$ cat src/smd_defines.svh
`ifndef SMD_DEFINES_SVH
`define SMD_DEFINES_SVH

// Operating mode codes
`define SMD_MODE_POS 2'h0
`define SMD_MODE_SPEED 2'h1
`define SMD_MODE_FLAG 2'h2

// Input bit positions inside the 6-bit input word (input n at bit n-1)
`define SMD_IN_START 0
`define SMD_IN_SEL_LO 1
`define SMD_IN_SEL_HI 4
`define SMD_IN_FLAG_SEL_HI 3
`define SMD_IN_TRIG 4
`define SMD_IN_SWITCH 5

// Output pair codes {output one, output two}
`define SMD_OUT_BUSY 2'h1
`define SMD_OUT_READY 2'h2
`define SMD_OUT_ERROR 2'h0
`define SMD_OUT_REF 2'h3

// Speed monitor threshold of lost full steps in one window
`define SMD_LOST_STEP_MAX 8'h19

`define SMD_IN_WIDTH 6
`define SMD_SYNC_ZERO 3'h0

`endif

$ cat src/smd_pkg.sv
package smd_pkg;

typedef enum logic [3:0] {
    SMD_ST_READY = 4'h1,
    SMD_ST_RUN = 4'h2,
    SMD_ST_FLAG_SPEED = 4'h4,
    SMD_ST_ERROR = 4'h8
} smd_state_e;

typedef struct packed {
    logic [1:0] mode;
    logic motionBusy;
    logic atReference;
    logic [7:0] lostSteps;
    logic overTemp;
} smd_core_s;

typedef struct packed {
    logic startPulse;
    logic trigPulse;
    logic runEnable;
    logic direction;
    logic [3:0] selIndex;
    logic limitSwitch;
    logic abortJob;
    logic errorClearPulse;
} smd_cmd_s;

endpackage

$ cat src/smd_io_decoder.sv
// What this block does
// - Position mode: start pulse on input one launches the selected profile
// - Falling edge on input one clears a pending speed-monitor error
// - Position mode: inputs two to five sampled when input one activates
// - Selection is binary, input two LSB; all off profile 1, all on 16
// - Position mode: input six is the limit or reference switch
// - Position outputs: busy off/on, ready on/off, error off/off, ref on/on
// - Speed mode: input one level enables running, low stops motor
// - Speed mode: input six selects rotation direction
// - Speed mode: inputs two to five read continuously, not latched
// - Speed changes follow the configured ramp, never jump
// - Speed outputs: run off/on, stopped on/off, error off/off, zero on/on
// - Flag mode: pulse on input one starts constant-speed phase
// - Flag mode: pulse on input five switches to positioning phase
// - Flag mode: inputs two to four sampled at start, eight profiles
// - Flag mode: input six is the limit or reference switch
// - Flag outputs: busy off/on, ready on/off, error off/off, ref on/on
// - Third output signals overtemperature
// - Flag profile runs at speed until trigger, then distance from trigger
// - Over 25 lost full steps in the window flags error and aborts job
`timescale 1ns/1ns
`include "smd_defines.svh"

module smd_io_decoder
(
    input wire logic clk_sys, // System clock, 25 MHz
    input wire logic sys_rst, // Asynchronous reset, active high
    input wire logic [5:0] pinIn, // Optocoupled inputs one to six
    input wire smd_pkg::smd_core_s core, // Mode and motion core status
    output smd_pkg::smd_cmd_s cmd, // Commands towards the motion core
    output logic [1:0] statusPair, // {output one, output two}
    output logic overTempOut // Output three, overtemperature
);
    import smd_pkg::*;

    logic [2:0] sync_q [`SMD_IN_WIDTH];
    logic [5:0] filt_q;
    logic [5:0] filtPrev_q;
    logic [5:0] rise;
    logic [5:0] fall;
    smd_state_e state_q;
    logic error_q;
    logic startPulse_q;
    logic trigPulse_q;
    logic runEnable_q;
    logic direction_q;
    logic [3:0] selIndex_q;
    logic limitSwitch_q;
    logic abortJob_q;
    logic clearPulse_q;
    logic speedMode;
    logic flagMode;
    logic startEv;
    logic trigEv;
    logic clearEv;
    logic lostStepsOver;
    logic [3:0] selNow;

    // Three-stage sync per input; a new level counts once stages two and
    // three agree, so a single-cycle glitch never reaches the filter
    genvar gi;
    generate
        for (gi = 0; gi < `SMD_IN_WIDTH; gi++)
        begin : g_in
            always_ff @(posedge clk_sys or posedge sys_rst)
            begin
                if (sys_rst)
                begin
                    sync_q[gi] <= `SMD_SYNC_ZERO;
                end
                else
                begin
                    sync_q[gi] <= {sync_q[gi][1:0], pinIn[gi]};
                end
            end

            always_ff @(posedge clk_sys or posedge sys_rst)
            begin
                if (sys_rst)
                begin
                    filt_q[gi] <= 1'b0;
                end
                else if (sync_q[gi][1] == sync_q[gi][2])
                begin
                    filt_q[gi] <= sync_q[gi][2];
                end
            end
        end
    endgenerate

    // Previous filtered levels; reset matches the idle-low pins
    always_ff @(posedge clk_sys or posedge sys_rst)
    begin
        if (sys_rst)
        begin
            filtPrev_q <= '0;
        end
        else
        begin
            filtPrev_q <= filt_q;
        end
    end

    assign rise = filt_q & ~filtPrev_q;
    assign fall = ~filt_q & filtPrev_q;
    assign speedMode = core.mode == `SMD_MODE_SPEED;
    assign flagMode = core.mode == `SMD_MODE_FLAG;
    assign startEv = rise[`SMD_IN_START] && !speedMode;
    assign trigEv = rise[`SMD_IN_TRIG] && flagMode;
    assign clearEv = fall[`SMD_IN_START];
    assign lostStepsOver = core.lostSteps > `SMD_LOST_STEP_MAX;

    // Selection index: binary, input two is the LSB, index 0 is profile one
    always_comb
    begin
        selNow = filt_q[`SMD_IN_SEL_HI:`SMD_IN_SEL_LO];
        if (flagMode)
        begin
            selNow = {1'b0,
                filt_q[`SMD_IN_FLAG_SEL_HI:`SMD_IN_SEL_LO]};
        end
    end

    // Speed-monitor error: set wins over a clear in the same cycle
    always_ff @(posedge clk_sys or posedge sys_rst)
    begin
        if (sys_rst)
        begin
            error_q <= 1'b0;
        end
        else if (lostStepsOver)
        begin
            error_q <= 1'b1;
        end
        else if (clearEv)
        begin
            error_q <= 1'b0;
        end
    end

    // Mode state; any speed-monitor error overrides the mode logic
    always_ff @(posedge clk_sys or posedge sys_rst)
    begin
        if (sys_rst)
        begin
            state_q <= SMD_ST_READY;
        end
        else if (error_q || lostStepsOver)
        begin
            state_q <= SMD_ST_ERROR;
        end
        else
        begin
            case (state_q)
                SMD_ST_READY:
                begin
                    if (speedMode && filt_q[`SMD_IN_START])
                    begin
                        state_q <= SMD_ST_RUN;
                    end
                    else if (startEv && flagMode)
                    begin
                        state_q <= SMD_ST_FLAG_SPEED;
                    end
                    else if (startEv)
                    begin
                        state_q <= SMD_ST_RUN;
                    end
                end
                SMD_ST_RUN:
                begin
                    if (speedMode)
                    begin
                        if (!filt_q[`SMD_IN_START])
                        begin
                            state_q <= SMD_ST_READY;
                        end
                    end
                    else if (!core.motionBusy && !startEv)
                    begin
                        state_q <= SMD_ST_READY;
                    end
                end
                SMD_ST_FLAG_SPEED:
                begin
                    // Constant speed until the trigger, then positioning
                    if (trigEv)
                    begin
                        state_q <= SMD_ST_RUN;
                    end
                end
                SMD_ST_ERROR:
                begin
                    // Error already cleared by a falling edge on input one
                    state_q <= SMD_ST_READY;
                end
                default:
                begin
                    state_q <= SMD_ST_READY;
                end
            endcase
        end
    end

    // Start pulse; refused in speed mode and while an error stands
    always_ff @(posedge clk_sys or posedge sys_rst)
    begin
        if (sys_rst)
            startPulse_q <= 1'b0;
        else
            startPulse_q <= startEv && !error_q
                && !lostStepsOver;
    end

    // Trigger only counts during the constant-speed phase
    always_ff @(posedge clk_sys or posedge sys_rst)
    begin
        if (sys_rst)
            trigPulse_q <= 1'b0;
        else
            trigPulse_q <= trigEv
                && state_q == SMD_ST_FLAG_SPEED;
    end

    // Level enable; the motion core ramps towards the selected speed
    always_ff @(posedge clk_sys or posedge sys_rst)
    begin
        if (sys_rst)
            runEnable_q <= 1'b0;
        else
            runEnable_q <= speedMode && filt_q[`SMD_IN_START]
                && !error_q;
    end

    always_ff @(posedge clk_sys or posedge sys_rst)
    begin
        if (sys_rst)
            direction_q <= 1'b0;
        else if (speedMode)
            direction_q <= filt_q[`SMD_IN_SWITCH];
    end

    // Followed continuously in speed mode, latched at start otherwise
    always_ff @(posedge clk_sys or posedge sys_rst)
    begin
        if (sys_rst)
            selIndex_q <= '0;
        else if (speedMode)
            selIndex_q <= selNow;
        else if (startEv)
            selIndex_q <= selNow;
    end

    always_ff @(posedge clk_sys or posedge sys_rst)
    begin
        if (sys_rst)
            limitSwitch_q <= 1'b0;
        else
            limitSwitch_q <= !speedMode
                && filt_q[`SMD_IN_SWITCH];
    end

    always_ff @(posedge clk_sys or posedge sys_rst)
    begin
        if (sys_rst)
            abortJob_q <= 1'b0;
        else
            abortJob_q <= lostStepsOver;
    end

    always_ff @(posedge clk_sys or posedge sys_rst)
    begin
        if (sys_rst)
            clearPulse_q <= 1'b0;
        else
            clearPulse_q <= clearEv;
    end

    assign cmd = '{
        startPulse: startPulse_q,
        trigPulse: trigPulse_q,
        runEnable: runEnable_q,
        direction: direction_q,
        selIndex: selIndex_q,
        limitSwitch: limitSwitch_q,
        abortJob: abortJob_q,
        errorClearPulse: clearPulse_q
    };

    // Output pair, same layout in all three modes
    always_ff @(posedge clk_sys or posedge sys_rst)
    begin
        if (sys_rst)
        begin
            statusPair <= `SMD_OUT_READY;
        end
        else if (state_q == SMD_ST_ERROR)
        begin
            statusPair <= `SMD_OUT_ERROR;
        end
        else if (state_q != SMD_ST_READY || core.motionBusy)
        begin
            statusPair <= `SMD_OUT_BUSY;
        end
        else if (core.atReference)
        begin
            statusPair <= `SMD_OUT_REF;
        end
        else
        begin
            statusPair <= `SMD_OUT_READY;
        end
    end

    always_ff @(posedge clk_sys or posedge sys_rst)
    begin
        if (sys_rst)
            overTempOut <= 1'b0;
        else
            overTempOut <= core.overTemp;
    end
endmodule

$ cat config.mk
export PLATFORM = sky130hd
export DESIGN_NAME = smd_io_decoder
export DESIGN_NICKNAME = d
export VERILOG_FILES = /design/src/smd_pkg.sv /design/src/smd_io_decoder.sv
export VERILOG_INCLUDE_DIRS = /design/src /design/src/src
export SDC_FILE = /design/constraint.sdc
export NUM_CORES = 1
export LEC_CHECK = 0
export ABC_AREA = 1
export CAP_MARGIN = 20
export CORE_AREA = 2 2 82 76
export DETAILED_ROUTE_END_ITERATION = 10
export DIE_AREA = 0 0 84 78
export DONT_BUFFER_PORTS = 1
export HOLD_SLACK_MARGIN = 0.05
export PLACE_DENSITY = 0.47
export SYNTH_ARGS = -nofsm -noshare
export SYNTH_HDL_FRONTEND = slang
export SYNTH_SLANG_ARGS = --single-unit
$ cat constraint.sdc
create_clock -name clk_sys -period 1.05 [get_ports clk_sys]
set_input_delay 0.0525 -clock clk_sys [delete_from_list [all_inputs] [get_ports clk_sys]]
set_output_delay 0.0525 -clock clk_sys [all_outputs]
set_load 0.01 [all_outputs]
==> flow_metrics.env <==
export IMPL_fp_coreArea_um2=5628
export IMPL_finalSetupViolCount=7
export IMPL_register_area_um2=1130
export IMPL_cp_cell_sequence="nor2_2 > nand2_2 > inv_2 > a21oi_2 > nand3_1 > nand2_1 > inv_1"
export IMPL_drc=0
export IMPL_hold_start="core[7]"
export IMPL_drtPass1Iterations=4
export IMPL_status="complete, but fails checks"
export IMPL_cts_sinks=45
export IMPL_p_comb_share_pct=9.5
export IMPL_multi_input_area_um2=474.2
export IMPL_slew_headroom_pct=73.74
export IMPL_syn_area_um2=1660
export IMPL_report_final_hold_viol_count=3
export IMPL_p_clk_share_pct=32.2
export IMPL_cts_root_buffer="clkbuf_8"
export IMPL_gp_congestion=0.7634
export IMPL_p_seq_share_pct=58.3
export IMPL_synth_nets=160
export IMPL_p_switching_uw=843.3
export IMPL_skew_ns=0.007720
export IMPL_grt_pass1_wl_um=4788
export IMPL_antennaDiodeCount=0
export IMPL_ys_seq_elements=45
export IMPL_die_width_um=84
export IMPL_dieArea_um2=6552
export IMPL_grt_pass1_vias=1039
export IMPL_max_cap_violations=0
export IMPL_switching_share_pct=25.28
export IMPL_slowest_delay_ns=0.58
export IMPL_vias=1002
export IMPL_overflow=0
export IMPL_dp_cells=210
export IMPL_rr_endpoint="state_q[1]"
export IMPL_fin_total_pwr_mw=3.335
export IMPL_ir_drop_v=0.0006053
export IMPL_hold_worst_slack_ns=-0.1005
export IMPL_fill_cells=553
export IMPL_final_cell_count_no_fill=235
export IMPL_routed_wl_um=2840
export IMPL_cts_buffers=5
export IMPL_end_kind="flop"
export IMPL_rsz0062_at_grt="yes"
export IMPL_yosysWarnings=0
export IMPL_crit_path_start_kind="flop"
export IMPL_min_to="abortJob_q"
export IMPL_place_port_buffers=0
export IMPL_grt_antenna_before_repair=0
export IMPL_start_util_pct=29.50
export IMPL_reg2reg_from="state_q[0]"
export IMPL_place_ws_ns=-0.1360
export IMPL_cts_max_path_buffers=2
export IMPL_grt_max_degree=31
export IMPL_final_nets=185
export IMPL_violations="negative hold slack, negative setup slack"
export IMPL_p_leak_nw=0.9615
export IMPL_rows=26
export IMPL_drt_wirelength_per_cell_um=12.09
export IMPL_fin_crit_sh_pct=109.6
export IMPL_hpwl_um=1974
export IMPL_fin_ws_ns=-0.1006
export IMPL_reg2reg_depth=7
export IMPL_cts_tree="built"
export IMPL_pwr_density_cell_nw_per_um2=1582
export IMPL_tightest_slew_ns=0.3930
export IMPL_drt_iter0_markers=23
export IMPL_min_path_cells=2
export IMPL_path_class="reg -> reg"
export IMPL_worstPathArrival_ns=1.34
export IMPL_hold_class="in -> reg"
export IMPL_clkTransAtPathRegs_ns=0.09
export IMPL_crit_fanout=4
export IMPL_die_h_um=78
export IMPL_drtAntennaViolNets=0
export IMPL_avgSynthCellArea_um2=11.94
export IMPL_slew_viol_final=0
export IMPL_r2r_slack_ns=-0.10
export IMPL_synth_cell_type_count=24
export IMPL_htreeDepth=2
export IMPL_io_pins=35
export IMPL_grt_use_total_pct=9.525
export IMPL_internal_power_mw=2.492
export IMPL_clk_latency_ns=0.30
export IMPL_drive_above_1_share_pct=32.12
export IMPL_area_growth_pct=26.98
export IMPL_synth_seq_area_share_pct=67.97
export IMPL_crit_slowest_cell="dfstp_2"
export IMPL_drt_vias_per_instance=4.264
export IMPL_cp_data_required_time_ns=1.24
export IMPL_synth_cells=139
export IMPL_min_period_ns=1.151
export IMPL_max_freq_mhz=869.1
==> flip-flops by register name, summed over array words and instances, names as in the netlist <==
| register | flops |
|---|---|
| startPulse_q | 1 |
| overTempOut | 1 |
| state_q | 4 |
| runEnable_q | 1 |
| filtPrev_q | 2 |
| limitSwitch_q | 1 |
| clearPulse_q | 1 |
| direction_q | 1 |
| statusPair | 2 |
| filt_q | 6 |
| error_q | 1 |
| sync_q | 18 |
| selIndex_q | 4 |
| trigPulse_q | 1 |
| abortJob_q | 1 |
==> cell usage in the layout (no fill, tap or decap), types with 2 or more instances in the layout <==
master	netlist	final
buf_4	7	6
dlygate4sd3_1	0	16
nand4_1	2	2
nand2_1	18	15
nand2_2	3	4
dfrtp_1	43	42
nand3_1	7	6
clkbuf_8	0	5
nor2_4	0	3
inv_2	4	6
maj3_1	6	5
nand3_2	1	2
nor2_2	4	5
nor2_1	14	10
inv_1	13	10
a21oi_1	3	2
dfstp_2	2	2
nand2_4	1	3
clkinvlp_4	0	2
mux2_4	0	3
==> repair_timing <==
action                                 CTS  global route
buffers inserted                         0             0
setup endpoints to repair                7             9
hold buffers                            16             1
pin swaps                                3             5
endpoints found under the hold margin   65             7
gates resized for setup                  4            10
==> routing by layer <==
metal | GRT usage (%) | part of all wire [%] | wire, um
met1 | 10.83 | 43 | 1225
met2 | 15.60 | 51 | 1453
met5 | 0 | 0 | 0
met3 | 4.681 | 4.8 | 136
met4 | 3.387 | 0.85 | 24
==> synthesized netlist by cell type, drive strengths merged <==
library cell  instances  area (um^2)
a21oi                 3        15.01
a31oi                 1        6.260
buf                   7        52.55
clkinv                1        3.750
dfrtp                43         1076
dfstp                 2        52.55
inv                  18        70.07
maj3                  6        60.06
mux2                  3        33.78
nand2                22        97.59
nand3                 8        45.04
nand4                 2        12.51
nor2                 19        97.59
nor3                  1        16.27
o21ai                 2        13.76
o31ai                 1        7.510
==> power groups by stage <==
stage	Sequential [mW]	Combinational, mW	Clock, mW
5_1_grt	1.96	0.352	1.20
3_3_place_gp	1.98	0.242	0
3_5_place_dp	1.98	0.248	0
6_report	1.95	0.316	1.07
4_1_cts	1.95	0.303	1.12
2_1_floorplan	1.95	0.203	0
==> worst max path at each step <==
| stage | from | slack (ns) | end |
|---|---|---|---|
| finish | state_q[0] | -0.10 | state_q[1] |
| global route | state_q[0] | -0.15 | state_q[2] |
| CTS | state_q[0] | -0.09 | state_q[1] |
| detailed placement | state_q[3] | -0.14 | state_q[1] |
| global placement | state_q[0] | -0.06 | state_q[2] |
| floorplan | state_q[0] | -0.02 | state_q[1] |
==> through the flow <==
step	util, %	hold slack (ns)	cell area [um^2]	TNS, ns
after global routing	37.46	-0.1171	2108	-0.6954
after global placement	32.01	-0.07113	1802	-0.2912
after CTS	36.73	-0.1083	2067	-0.4361
final	37.46	-0.1005	2108	-0.3084
after detailed placement	32.01	-0.06244	1802	-0.5675
after floorplan	-	0.06235	1694	-0.02268
==> worst max-delay path, delay by kind of cell, from the launching register on <==
kind / cells / cell delay [ns]
buffers and inverters: 2 / 0.10
AO/OA/AOI/OAI: 1 / 0.10
flip-flops: 1 / 0.58
AND/OR/NAND/NOR: 4 / 0.26
==> final cells by class <==
cell class	instances	share of cell area [%]
clock inverter	3	1.009
inverter	19	3.680
timing repair buffer	25	11.81
clock buffer	5	3.264
multi-input combinational	68	22.49
sequential	45	53.59
tap	70	4.154
==> cell families (layout without fill, tap and decap cells) <==
logic type                 after synthesis  count (layout)  share of synthesized area [%]
buffers and inverters                   26              52                          7.611
muxes                                    3               3                          2.035
DFF                                     45              45                          67.97
AOI/OAI and AO/OA                        7               7                          2.562
and+or+nand+nor                         52              52                          16.20
adders and majority gates                6               6                          3.617
Power figures use the tool's default switching activity.
